**config.mk**
```make
export PLATFORM = sky130hd
export DESIGN_NAME = lic_logic_input_combiner
export DESIGN_NICKNAME = d
export VERILOG_FILES = /design/src/common/lic_pkg.sv /design/src/hw/lic_debounce.sv /design/src/hw/lic_apb_regs.sv /design/src/hw/lic_logic_input_combiner.sv
export SDC_FILE = /design/constraint.sdc
export NUM_CORES = 1
export LEC_CHECK = 0
export BUFFER_PORTS_ARGS = -buffer_cell sky130_fd_sc_hd__clkbuf_2
export CAP_MARGIN = 20
export CORE_ASPECT_RATIO = 0.8
export CORE_MARGIN = 1.5
export CORE_UTILIZATION = 60
export CTS_CLUSTER_DIAMETER = 40
export DETAILED_ROUTE_END_ITERATION = 8
export PLACE_DENSITY = 0.83
export SLEW_MARGIN = 20
export SYNTH_ARGS = -nofsm -noshare
export SYNTH_HDL_FRONTEND = slang
export SYNTH_HIERARCHICAL = 1
export SYNTH_SLANG_ARGS = --single-unit
export TNS_END_PERCENT = 100
```
**constraint.sdc**
```tcl
create_clock -name CLK -period 3.4 [get_ports CLK]
set_clock_uncertainty 0.2 [all_clocks]
set_input_delay 0.68 -clock CLK [delete_from_list [all_inputs] [get_ports CLK]]
set_output_delay 0.68 -clock CLK [all_outputs]
set_load 0.05 [all_outputs]
```
**src/common/lic_pkg.sv**
```systemverilog
package lic_pkg;
	localparam int NUM_IN = 20;
	localparam int NUM_CT = 14;
	localparam int NUM_FN = 11;
	localparam int SEL_W = 5;
	localparam int STRIDE = 8;
	localparam int PER_REG = 4;
	localparam int SEL_REGS = 5;
	localparam int FN_REGS = 3;
	// ************************************************************
	// Timing
	// ************************************************************
	localparam int CLK_MHZ = 250;
	localparam int TICK_NS = 1000;
	localparam int TICK_CYCLES = TICK_NS * CLK_MHZ / 1000;
	localparam int PF_CYCLE_US = 16667;
	localparam int DEB_TICKS = (PF_CYCLE_US * 1000 + TICK_NS - 1) / TICK_NS;
	localparam int DEB_CNT_W = 15;
	// ************************************************************
	// Register map
	// ************************************************************
	localparam logic [11:0] OFS_VIN = 12'h000;
	localparam logic [11:0] OFS_SEL0 = 12'h004;
	localparam logic [11:0] OFS_FN0 = 12'h018;
	localparam logic [11:0] OFS_LOGIC = 12'h024;
	localparam logic [11:0] OFS_CONTACT = 12'h028;
	localparam logic [11:0] OFS_BRK = 12'h02C;
	localparam logic [19:0] VIN_RST = 20'h00000;
	localparam logic [4:0] FN_RST = 5'h00;
	localparam int BRK_CLOSED_BIT = 0;
	localparam int BRK_OPEN_BIT = 1;
	localparam int BRK_UNKNOWN_BIT = 2;
	localparam int BRK_CONN_BIT = 3;
	localparam int LOCAL_BIT = 4;
	localparam int GROUP_LSB = 5;
	// Function slots, one 5-bit input number each (0 = disabled)
	localparam int FN_AUX_NO = 0, FN_AUX_NC = 1, FN_RACKED = 2;
	localparam int FN_LOCAL = 3, FN_RESET = 4, FN_COLD = 5;
	localparam int FN_GRP2 = 6, FN_GRP3 = 7, FN_GRP4 = 8;
	localparam int FN_ROPEN = 9, FN_RCLOSE = 10;

	typedef enum logic [4:0] {
		SEL_DISABLED, SEL_C_CLOSED, SEL_C_OPEN, SEL_V_ON, SEL_V_OFF,
		SEL_CL_AND_VON, SEL_CL_AND_VOFF, SEL_OP_AND_VON, SEL_OP_AND_VOFF,
		SEL_CL_OR_VON, SEL_CL_OR_VOFF, SEL_OP_OR_VON, SEL_OP_OR_VOFF,
		SEL_CL_XOR_VON, SEL_CL_XOR_VOFF, SEL_OP_XOR_VON, SEL_OP_XOR_VOFF
	} lic_sel_e;

	typedef struct packed {
		logic [NUM_IN-1:0][4:0] sel;
		logic [NUM_FN-1:0][4:0] fn;
		logic [NUM_IN-1:0] vin;
	} lic_cfg_s;

	typedef struct packed {
		logic [NUM_IN-1:0] lin;
		logic [NUM_CT-1:0] contact;
		logic [7:0] brk;
	} lic_stat_s;

	typedef struct packed {
		lic_cfg_s cfg;
		logic [31:0] rdata;
		logic err;
	} lic_regs_s;

	typedef struct packed {
		logic [NUM_CT-1:0] s1;
		logic [NUM_CT-1:0] s2;
		logic [NUM_CT-1:0] s3;
		logic [7:0] div;
		logic tick;
		logic [NUM_CT-1:0][DEB_CNT_W-1:0] cnt;
		logic [NUM_CT-1:0] stable;
	} lic_deb_s;

	typedef struct packed {
		logic [NUM_IN-1:0] lin;
		logic closed;
		logic open;
		logic unknown;
		logic conn;
		logic inhibit;
		logic local_m;
		logic clr_trip;
		logic clr_latch;
		logic clr_ar;
		logic cold;
		logic [1:0] group;
		logic trip;
		logic close;
	} lic_out_s;
endpackage : lic_pkg

```
**src/hw/lic_debounce.sv**
```systemverilog
`timescale 1ns/1ps
module lic_debounce #(
	parameter int DEB_TICKS = lic_pkg::DEB_TICKS
) (
	input wire logic clk,
	input wire logic rstn,
	input wire logic [lic_pkg::NUM_CT-1:0] pins,
	output logic [lic_pkg::NUM_CT-1:0] stable
);
	localparam logic [7:0] DIV_TOP = 8'(lic_pkg::TICK_CYCLES - 1);
	localparam logic [lic_pkg::DEB_CNT_W-1:0] CNT_TOP =
		lic_pkg::DEB_CNT_W'(DEB_TICKS - 1);
	lic_pkg::lic_deb_s st_reg;
	lic_pkg::lic_deb_s st_next;

	always_comb begin
		st_next = st_reg;
		st_next.s1 = pins;
		st_next.s2 = st_reg.s1;
		st_next.s3 = st_reg.s2;
		// One microsecond enable from the divider
		st_next.tick = (st_reg.div == DIV_TOP);
		st_next.div = st_next.tick ? 8'h00 : st_reg.div + 8'h01;
		for (int i = 0; i < lic_pkg::NUM_CT; i++) begin
			// A bounce or a return to the old level restarts the dwell
			if (st_reg.s2[i] != st_reg.s3[i] ||
				st_reg.s3[i] == st_reg.stable[i]) begin
				st_next.cnt[i] = '0;
			end else if (st_reg.tick) begin
				if (st_reg.cnt[i] >= CNT_TOP) begin
					st_next.cnt[i] = '0;
					st_next.stable[i] = st_reg.s3[i];
				end else begin
					st_next.cnt[i] = st_reg.cnt[i] + 1'b1;
				end
			end
		end
	end

	always_ff @(posedge clk or negedge rstn) begin
		if (!rstn) begin
			st_reg <= '0;
		end else begin
			st_reg <= st_next;
		end
	end

	assign stable = st_reg.stable;
endmodule : lic_debounce

```
**src/hw/lic_apb_regs.sv**
```systemverilog
`timescale 1ns/1ps
module lic_apb_regs (
	input wire logic clk,
	input wire logic rstn,
	input wire logic psel,
	input wire logic penable,
	input wire logic pwrite,
	input wire logic [11:0] paddr,
	input wire logic [31:0] pwdata,
	input wire logic [3:0] pstrb,
	output logic [31:0] prdata,
	output logic pslverr,
	output lic_pkg::lic_cfg_s cfg,
	input wire lic_pkg::lic_stat_s stat
);
	lic_pkg::lic_regs_s st_reg;
	lic_pkg::lic_regs_s st_next;
	logic [31:0] mask;
	logic [31:0] word;

	function automatic logic [31:0] image(input lic_pkg::lic_cfg_s c,
		input lic_pkg::lic_stat_s s, input logic [11:0] a);
		logic [31:0] w;
		w = '0;
		for (int k = 0; k < lic_pkg::SEL_REGS; k++)
			for (int j = 0; j < lic_pkg::PER_REG; j++)
				if (a == lic_pkg::OFS_SEL0 + 12'(4 * k))
					w[lic_pkg::STRIDE*j +: 5] = c.sel[4*k+j];
		for (int k = 0; k < lic_pkg::FN_REGS; k++)
			for (int j = 0; j < lic_pkg::PER_REG; j++)
				if (a == lic_pkg::OFS_FN0 + 12'(4 * k) &&
					4 * k + j < lic_pkg::NUM_FN)
					w[lic_pkg::STRIDE*j +: 5] = c.fn[4*k+j];
		if (a == lic_pkg::OFS_VIN) w[19:0] = c.vin;
		if (a == lic_pkg::OFS_LOGIC) w[19:0] = s.lin;
		if (a == lic_pkg::OFS_CONTACT) w[13:0] = s.contact;
		if (a == lic_pkg::OFS_BRK) w[7:0] = s.brk;
		return w;
	endfunction : image

	function automatic logic mapped(input logic [11:0] a);
		return a[1:0] == 2'h0 && a <= lic_pkg::OFS_BRK;
	endfunction : mapped

	always_comb begin
		st_next = st_reg;
		mask = {{8{pstrb[3]}}, {8{pstrb[2]}}, {8{pstrb[1]}}, {8{pstrb[0]}}};
		word = (image(st_reg.cfg, stat, paddr) & ~mask) | (pwdata & mask);
		if (psel && !penable) begin
			st_next.rdata = pwrite ? 32'h0000_0000 :
				image(st_reg.cfg, stat, paddr);
			st_next.err = !mapped(paddr);
		end
		if (psel && penable && pwrite && mapped(paddr)) begin
			// Virtual inputs are written only from the bus
			if (paddr == lic_pkg::OFS_VIN) st_next.cfg.vin = word[19:0];
			for (int k = 0; k < lic_pkg::SEL_REGS; k++)
				for (int j = 0; j < lic_pkg::PER_REG; j++)
					if (paddr == lic_pkg::OFS_SEL0 + 12'(4 * k))
						st_next.cfg.sel[4*k+j] = word[lic_pkg::STRIDE*j +: 5];
			for (int k = 0; k < lic_pkg::FN_REGS; k++)
				for (int j = 0; j < lic_pkg::PER_REG; j++)
					if (paddr == lic_pkg::OFS_FN0 + 12'(4 * k) &&
						4 * k + j < lic_pkg::NUM_FN)
						st_next.cfg.fn[4*k+j] = word[lic_pkg::STRIDE*j +: 5];
		end
	end

	always_ff @(posedge clk or negedge rstn) begin
		if (!rstn) begin
			st_reg <= '0;
			st_reg.cfg.vin <= lic_pkg::VIN_RST;
		end else begin
			st_reg <= st_next;
		end
	end

	assign prdata = st_reg.rdata;
	assign pslverr = st_reg.err;
	assign cfg = st_reg.cfg;
endmodule : lic_apb_regs

```
**src/hw/lic_logic_input_combiner.sv**
```systemverilog
// Contract
// - Inputs 1-14 combine same-numbered contact and virtual by selector
// - Inputs 15-20 use only their virtual input, no contact
// - Selector 1-14 has seventeen codes including disabled, never asserted
// - AND codes assert only when both chosen polarities are true
// - OR codes assert when either chosen polarity is true
// - XOR codes assert when exactly one chosen polarity is true
// - Selector 15-20 offers disabled, virtual on, virtual off only
// - Contacts come from the pins; virtual inputs written by software
// - Asserted input drives every function it is assigned to
// - Both aux assigned: open-type closed means closed, other means open
// - Only normally-open aux: closed when shut, open otherwise
// - Only normally-closed aux: closed when that contact is open
// - No aux assigned: status unknown, breaker features inhibited
// - Racked-in input gives connection; disconnected shows neither state
// - Local mode while its input is asserted, remote otherwise
// - Reset clears last trip, latched relays, lockout when fitted
// - Cold load input starts cold load pickup blocking
// - Group inputs make group 2, 3 or 4 active
// - Remote open/close drive trip/close relays only in remote mode
// - Contacts are debounced over one power frequency cycle
// - Virtual input is off at zero, on when nonzero
`timescale 1ns/1ps
module lic_logic_input_combiner #(
	parameter int DEB_TICKS = lic_pkg::DEB_TICKS,
	parameter bit HAS_AUTORECLOSE = 1'b1
) (
	input wire logic CLK,
	input wire logic RSTN,
	input wire logic [lic_pkg::NUM_CT-1:0] CONTACT_PIN,
	input wire logic PSEL,
	input wire logic PENABLE,
	input wire logic PWRITE,
	input wire logic [11:0] PADDR,
	input wire logic [31:0] PWDATA,
	input wire logic [3:0] PSTRB,
	output logic [31:0] PRDATA,
	output logic PREADY,
	output logic PSLVERR,
	output logic [lic_pkg::NUM_IN-1:0] LOGIC_IN,
	output logic BRK_CLOSED,
	output logic BRK_OPEN,
	output logic BRK_UNKNOWN,
	output logic BRK_CONNECTED,
	output logic BRK_FEATURE_INHIBIT,
	output logic LOCAL_MODE,
	output logic CLR_LAST_TRIP,
	output logic CLR_LATCHED,
	output logic CLR_AR_LOCKOUT,
	output logic COLD_LOAD_INIT,
	output logic [1:0] ACTIVE_GROUP,
	output logic TRIP_RELAY,
	output logic CLOSE_RELAY
);
	// ************************************************************
	// Shared state and submodules
	// ************************************************************
	lic_pkg::lic_cfg_s cfg;
	lic_pkg::lic_stat_s stat;
	lic_pkg::lic_out_s st_reg;
	lic_pkg::lic_out_s st_next;
	logic [lic_pkg::NUM_CT-1:0] deb;
	logic no_a;
	logic nc_a;
	logic rk_a;
	logic no_v;
	logic nc_v;
	logic conn;

	lic_debounce #(
		.DEB_TICKS(DEB_TICKS)
	) u_deb (
		.clk(CLK),
		.rstn(RSTN),
		.pins(CONTACT_PIN),
		.stable(deb)
	);

	lic_apb_regs u_regs (
		.clk(CLK),
		.rstn(RSTN),
		.psel(PSEL),
		.penable(PENABLE),
		.pwrite(PWRITE),
		.paddr(PADDR),
		.pwdata(PWDATA),
		.pstrb(PSTRB),
		.prdata(PRDATA),
		.pslverr(PSLVERR),
		.cfg(cfg),
		.stat(stat)
	);

	// Zero wait states: every access ends in one access cycle
	assign PREADY = 1'b1;

	// ************************************************************
	// Decoding functions
	// ************************************************************
	// c is contact closed, v is virtual on
	function automatic logic comb_ct(input logic [4:0] code,
		input logic c, input logic v);
		logic r;
		r = 1'b0;
		unique case (lic_pkg::lic_sel_e'(code))
			lic_pkg::SEL_DISABLED: r = 1'b0;
			lic_pkg::SEL_C_CLOSED: r = c;
			lic_pkg::SEL_C_OPEN: r = !c;
			lic_pkg::SEL_V_ON: r = v;
			lic_pkg::SEL_V_OFF: r = !v;
			lic_pkg::SEL_CL_AND_VON: r = c && v;
			lic_pkg::SEL_CL_AND_VOFF: r = c && !v;
			lic_pkg::SEL_OP_AND_VON: r = !c && v;
			lic_pkg::SEL_OP_AND_VOFF: r = !c && !v;
			lic_pkg::SEL_CL_OR_VON: r = c || v;
			lic_pkg::SEL_CL_OR_VOFF: r = c || !v;
			lic_pkg::SEL_OP_OR_VON: r = !c || v;
			lic_pkg::SEL_OP_OR_VOFF: r = !c || !v;
			lic_pkg::SEL_CL_XOR_VON: r = c ^ v;
			lic_pkg::SEL_CL_XOR_VOFF: r = c ^ !v;
			lic_pkg::SEL_OP_XOR_VON: r = !c ^ v;
			lic_pkg::SEL_OP_XOR_VOFF: r = !c ^ !v;
			// Codes above the table never assert
			default: r = 1'b0;
		endcase
		return r;
	endfunction : comb_ct

	// Virtual-only inputs; contact codes behave as disabled
	function automatic logic comb_vi(input logic [4:0] code,
		input logic v);
		logic r;
		r = 1'b0;
		unique case (lic_pkg::lic_sel_e'(code))
			lic_pkg::SEL_V_ON: r = v;
			lic_pkg::SEL_V_OFF: r = !v;
			default: r = 1'b0;
		endcase
		return r;
	endfunction : comb_vi

	// Input number 1..20 is valid; breaker slots accept only 1..14
	function automatic logic assigned(input logic [4:0] n,
		input logic ct_only);
		logic r;
		r = n != 5'h00 && n <= 5'(lic_pkg::NUM_IN);
		if (ct_only && n > 5'(lic_pkg::NUM_CT)) r = 1'b0;
		return r;
	endfunction : assigned

	function automatic logic pick(input logic [19:0] li,
		input logic [4:0] n, input logic ct_only);
		logic r;
		r = 1'b0;
		if (assigned(n, ct_only)) r = li[n - 5'h01];
		return r;
	endfunction : pick

	// ************************************************************
	// Combination and function logic
	// ************************************************************
	always_comb begin
		st_next = st_reg;
		// Every output is decoded from the current inputs and registered, so it appears one cycle later
		for (int i = 0; i < lic_pkg::NUM_IN; i++) begin
			if (i < lic_pkg::NUM_CT) begin
				st_next.lin[i] = comb_ct(cfg.sel[i], deb[i], cfg.vin[i]);
			end else begin
				st_next.lin[i] = comb_vi(cfg.sel[i], cfg.vin[i]);
			end
		end
		// Misassigned breaker slots count as unassigned
		no_a = assigned(cfg.fn[lic_pkg::FN_AUX_NO], 1'b1);
		nc_a = assigned(cfg.fn[lic_pkg::FN_AUX_NC], 1'b1);
		rk_a = assigned(cfg.fn[lic_pkg::FN_RACKED], 1'b1);
		no_v = pick(st_next.lin, cfg.fn[lic_pkg::FN_AUX_NO], 1'b1);
		nc_v = pick(st_next.lin, cfg.fn[lic_pkg::FN_AUX_NC], 1'b1);
		// No racked-in input assigned: assume connected
		conn = !rk_a || pick(st_next.lin, cfg.fn[lic_pkg::FN_RACKED],
			1'b1);
		st_next.conn = conn;
		st_next.unknown = !no_a && !nc_a;
		st_next.inhibit = !no_a && !nc_a;
		if (no_a && nc_a) begin
			st_next.closed = no_v;
			st_next.open = nc_v;
		end else if (no_a) begin
			st_next.closed = no_v;
			st_next.open = !no_v;
		end else if (nc_a) begin
			st_next.closed = !nc_v;
			st_next.open = nc_v;
		end else begin
			st_next.closed = 1'b0;
			st_next.open = 1'b0;
		end
		if (!conn) begin
			st_next.closed = 1'b0;
			st_next.open = 1'b0;
		end
		st_next.local_m = pick(st_next.lin,
			cfg.fn[lic_pkg::FN_LOCAL], 1'b0);
		st_next.clr_trip = pick(st_next.lin,
			cfg.fn[lic_pkg::FN_RESET], 1'b0);
		st_next.clr_latch = st_next.clr_trip;
		st_next.clr_ar = st_next.clr_trip && HAS_AUTORECLOSE;
		st_next.cold = pick(st_next.lin,
			cfg.fn[lic_pkg::FN_COLD], 1'b0);
		// Highest group wins when several are asserted
		if (pick(st_next.lin, cfg.fn[lic_pkg::FN_GRP4], 1'b0)) begin
			st_next.group = 2'h3;
		end else if (pick(st_next.lin, cfg.fn[lic_pkg::FN_GRP3],
			1'b0)) begin
			st_next.group = 2'h2;
		end else if (pick(st_next.lin, cfg.fn[lic_pkg::FN_GRP2],
			1'b0)) begin
			st_next.group = 2'h1;
		end else begin
			st_next.group = 2'h0;
		end
		st_next.trip = !st_next.local_m && pick(st_next.lin,
			cfg.fn[lic_pkg::FN_ROPEN], 1'b0);
		st_next.close = !st_next.local_m && pick(st_next.lin,
			cfg.fn[lic_pkg::FN_RCLOSE], 1'b0);
	end

	always_ff @(posedge CLK or negedge RSTN) begin
		if (!RSTN) begin
			st_reg <= '0;
		end else begin
			st_reg <= st_next;
		end
	end

	// ************************************************************
	// Outputs and readback
	// ************************************************************
	assign LOGIC_IN = st_reg.lin;
	assign BRK_CLOSED = st_reg.closed;
	assign BRK_OPEN = st_reg.open;
	assign BRK_UNKNOWN = st_reg.unknown;
	assign BRK_CONNECTED = st_reg.conn;
	assign BRK_FEATURE_INHIBIT = st_reg.inhibit;
	assign LOCAL_MODE = st_reg.local_m;
	assign CLR_LAST_TRIP = st_reg.clr_trip;
	assign CLR_LATCHED = st_reg.clr_latch;
	assign CLR_AR_LOCKOUT = st_reg.clr_ar;
	assign COLD_LOAD_INIT = st_reg.cold;
	assign ACTIVE_GROUP = st_reg.group;
	assign TRIP_RELAY = st_reg.trip;
	assign CLOSE_RELAY = st_reg.close;

	always_comb begin
		stat.lin = st_reg.lin;
		stat.contact = deb;
		stat.brk = '0;
		stat.brk[lic_pkg::BRK_CLOSED_BIT] = st_reg.closed;
		stat.brk[lic_pkg::BRK_OPEN_BIT] = st_reg.open;
		stat.brk[lic_pkg::BRK_UNKNOWN_BIT] = st_reg.unknown;
		stat.brk[lic_pkg::BRK_CONN_BIT] = st_reg.conn;
		stat.brk[lic_pkg::LOCAL_BIT] = st_reg.local_m;
		stat.brk[lic_pkg::GROUP_LSB +: 2] = st_reg.group;
	end
endmodule : lic_logic_input_combiner

```
Word level (Yosys, flattened, before mapping)
Index checks and enable logic that the tools add are counted.
Widths: inputs -> output; s select.

operators by class
  $add $sub $neg = 26
  $lt $le $gt $ge = 40
  equality and inequality tests = 276
  mux-type cells = 145
  bitwise gates (word level) = 74
  reduce and logical (&&, ||, !) cells = 239

operators by type and width
  kind                   count
  $mux 15                42
  $eq 5x4->1 const B     112
  $eq 5x3->1 const B     62
  $pmux 1 s16            14
  $add 15x1->15 const B  14
  $ge 15x15->1 const B   14
  $eq 5x2->1 const B     34
  $mux 5                 31
  $logic_and 1x1->1      76
  $logic_or 1x1->1       71
  $eq 5x1->1 const B     14
  $eq 5x5->1 const B     14
  $lt 5x6->1 const B     11
  $and 29x29->29         2
  $xor 1x1->1            56
  $bmux 1 s5             11
  $le 5x5->1 const B     11
  $reduce_bool 5->1      11
  $sub 5x1->5 const B    11
  $eq 12x5->1 const B    4
  $eq 12x6->1 const B    4
  $logic_not 1->1        42
  $reduce_and 3->1       14
  $mux 20                2
  other kinds (21)       123

storage, ports and cells
  flip-flop bits (word level) = 514
  input bits = 67
  output and inout port bits = 68
  word-level logic and storage cells = 878

Longest topological paths before layout
  depth after elaboration = 15
  gate-level depth with buffers = 13
  mapped depth without buffers = 11

Modules after synthesis
Netlist, hierarchy kept.

by module, submodules not included
  module                    instances  cells each  area each (sq um)
  lic_debounce              1          1561        14327.5
  lic_apb_regs              1          1109        10312.4
  lic_logic_input_combiner  1          988         7063.0

Worst setup path before layout
OpenSTA, ideal clock, no wires.

  path kind = register -> register
  start = register, netlist name u_regs/cfg[55]
  end = register st_reg, in the netlist ACTIVE_GROUP[1]
  setup time = 124 ps
  arrival time = 2714 ps
  data required time = 3076 ps
  slack = 362 ps
  cell stages (with the launch flop) = 11
  cells stage by stage = dfrtp_1 > clkbuf_1 > clkinv_1 > ha_1 > mux4_2 > and4b_1 > o21bai_1 > or4_1 > a211oi_1 > nor3_1 > a211o_1

RTL lines
  item                    line                             RTL
  end signal: assignment  lic_logic_input_combiner.sv:231  st_reg <= st_next;
  end: declaration        lic_logic_input_combiner.sv:60   lic_pkg::lic_out_s st_reg;

==> run summary <==
Die area -> 54200 um2
Layout Area Growth over Synthesis -> 17.8%
Fin cells -> 4671
Synth unique cells -> 115
Least-Margin Pin Slew -> 0.877 ns
Share of synthesized registers carrying an async set or reset -> 1.00
Fill cells -> 3889
DRC -> 0
Worst Hold Path EP -> u_regs/cfg[15]
Final WS setup -> 0.0381 ns
Critical path class -> flop to flop
Crit path cell chain -> or4b_1 > a211oi_2 > buf_4 > mux4_2 > o21a_1 > a21oi_1 > nor2_1 > a211oi_1 > a311oi_4 > nor4_1
WP depth -> 10
Number of global-route vias before repair -> 28700
Overall Global Routing Usage -> 0.383
Startpoint type of the worst setup path -> flop
CP endpoint kind -> flop
Status -> finished clean
Seq/Total Area, Yosys -> 0.401
Top Ports -> 135
Gp weighted congestion -> 1.08
Gate Count Post-Synth -> 3658
Post-synth EDFFs -> 0
HP Class -> input pin to flop
Hold Slack -> 0.109 ns
Area leader, netlist -> dfrtp_1
WL/cell -> 22.4 um
Slowest cell delay on critical path -> 0.52 ns
Dominant cells by area after synthesis -> dfrtp_1 (40%), nand2_1 (4.7%), nor2_1 (4.5%), a21oi_1 (4.1%), o21ai_0 (3.4%)
H-tree Lvls -> 3
Buffers plus inverters on the worst setup path -> 1
Routed WL -> 105000 um
IO buf count -> 121
Initial Util -> 0.607
First-pass GRT wire length -> 162000 um
Pre-CTS WS -> -0.0198 ns
Initial DRC Count -> 4591
Synthesized cell area -> 31700 um2
Clock Path Buffers -> 3
Register bit count reported by yosys -> 508
Lkg Pwr -> 0.0157 uW
Via count -> 31200
Worst hold stages -> 3
Max cap viols -> 0
Period utilization -> 0.989
1st-pass router iterations -> 7
Reg2Reg Setup Slack -> 0.04 ns
Number of buffers created by CTS -> 73
NumNets Final -> 4035
CTS root buffer -> clkbuf_16
Largest net degree at the start of global routing -> 76
Slew Limit Headroom -> 0.416
Fin. Hold Viols -> 0
Top_reg_cell synth -> dfrtp_1
Max VDD drop -> 0.651 mV
CTS tree -> done
Worst Reg-to-Reg Cells -> 10
Core area -> 52300 um2
FMAX -> 297 MHz
Worst-Skew Late Latency -> 0.64 ns
FF-to-FF End -> TRIP_RELAY
Slew Viols, Final -> 0
Row cnt -> 75
Via density -> 6.67
Die Width -> 260 um
Min-delay src -> PWDATA[15]
CP max FO -> 8
Syn_area_per_cell -> 8.67 um2
Post-synth top area share -> 0.401
Crit path max-delay family -> compound AO/OA/AOI/OAI gates
CTS Sinks -> 508
Max reg flops -> 233
CP required -> 3.69 ns
Final setup viols -> 0
Initial antenna violation count -> 3
Gr ovfl total -> 0
Layout cell share with drive strength beyond 1 -> 0.169
Die H -> 209 um
Synth warn -> 6
Total power divided by cell area -> 397 nW/um2
Post-DRT Antenna Nets -> 0
Detailed Place HPWL -> 75900 um
Crit path time final -> 3.36 ns
Placed cells -> 4514
CTS clk-pin slew, worst paths -> 0.06 ns
Cell at the slowest stage of the critical path -> or4b_1
Crit path launch -> u_regs/cfg[17]
Worst EP arrival -> 3.65 ns
RR Startpoint -> u_regs/cfg[17]
## timing repair
item / 4_1_cts / 5_1_grt
setup endpoints to repair: 2 / 9
pin swaps: 1 / 3
resized for setup: 0 / 17
hold buffers: 15 / 0
hold endpoints to repair: 73 / 0
buffers inserted: 0 / 5
## worst max path at each step
stage                 endpoint  slack, ns
2_1_floorplan  ACTIVE_GROUP[1]       0.36
3_3_place_gp   ACTIVE_GROUP[0]       0.05
5_1_grt               BRK_OPEN      -0.02
3_5_place_dp   ACTIVE_GROUP[0]      -0.02
6_report            TRIP_RELAY       0.04
4_1_cts        ACTIVE_GROUP[0]      0.006
## where the power goes
group          switching (uW)  total [uW]  internal, uW  leakage (uW)
Clock                    3250        8080          4830       0.00128
Combinational             470         660           190       0.00740
Sequential               24.0        6100          6080       0.00697
Total                    3750       14800         11100        0.0157
## layout by cell type (no fill, tap or decap), types with 16 or more instances in the layout
cell type and count:
dfrtp_1 503, nand2_1 399, nor2_1 384, a21oi_1 258
buf_4 258, o21ai_0 215, nand3_1 130, clkbuf_2 120
nor3_1 109, inv_1 103, xor2_1 76, a31oi_1 74
clkbuf_16 73, nand2b_1 56, nand4_1 55, xnor2_1 52
ha_1 52, and3_1 47, nor2b_1 47, or3_1 39
mux2i_1 36, a211oi_1 34, o22ai_1 33, o31ai_1 32
mux2_2 30, or4_1 29, o21a_1 29, o211ai_1 26
o21ai_1 26, nor4_1 24, o311ai_0 20, mux4_2 20
buf_12 20, o41ai_1 19, a22o_1 19, and2_1 18
nand3b_1 17, a22oi_1 16, nor3b_1 16
## cell type report
type,count,area (um2),share of cell area
multi-input cells,2808,17600,0.471
flip-flops and latches,508,12700,0.341
repair buffers,416,3120,0.0836
clock buffers,83,1900,0.0510
well taps,693,867,0.0232
clock inverters,52,744,0.0199
inverters,109,409,0.0110
diodes,2,5.00,0.000134
## cell usage after synthesis, drive strengths merged (13+ instances only)
cell type and n:
mux2i 36, xnor2 52, and3 48, o41ai 21, or4b 13, o22ai 33, o311ai 27, nand3b 17
o211ai 28, o31ai 32, or2 19, a31oi 75, nand2b 56, xor2 76, a211o 14, a21oi 258
or4 30, o21a 29, ha 52, and4 14, a22o 19, dfrtp 508, or3 40, nor4 31
a211oi 41, o21ai 252, nand3 131, clkbuf 142, o32ai 14, nand4 55, nor2b 47, mux2 31
nor3b 16, mux4 24, nor3 113, inv 106, a22oi 16, nor2 386, nand2 400, and2 18
buf 96, nor4b 16, a21o 14
## stage by stage
stage / setup TNS [ns] / utilization / power [uW] / instance area (um2)
6_report: 0 / 0.715 / 14800 / 37400
5_1_grt: -0.0167 / 0.715 / 15200 / 37400
4_1_cts: 0 / 0.712 / 14900 / 37200
3_5_place_dp: -0.0306 / 0.659 / 6830 / 34400
3_3_place_gp: 0 / 0.659 / 6830 / 34400
2_1_floorplan: 0 / - / 6460 / 31700
## cell families (layout without fill, tap and decap cells)
family          Yosys count  in the layout  share of synthesized area
xor+xnor                128            128                     0.0354
buf+inv                 347            660                     0.0473
compound gates         1034           1034                      0.217
mux                      91             91                     0.0399
simple gates           1494           1494                      0.238
fa+ha+maj                53             53                     0.0208
flops                   508            508                      0.401
other cells               3             10                   0.000355
## routing by layer
metal  global-route usage  wire length (um)
met4                0.147              4440
met5                    0                41
met3                0.141             14700
met1                0.544             42400
met2                0.531             43100
## worst reg2reg max path: cells and delay by family, from the launching register on
| family | cells | cell delay [ns] |
|---|---|---|
| DFF | 1 | 0.48 |
| and+or+nand+nor | 3 | 0.75 |
| AOI/OAI and AO/OA | 5 | 1.24 |
| buffers and inverters | 1 | 0.29 |
| muxes | 1 | 0.26 |
Power figures use the tool's default switching activity.
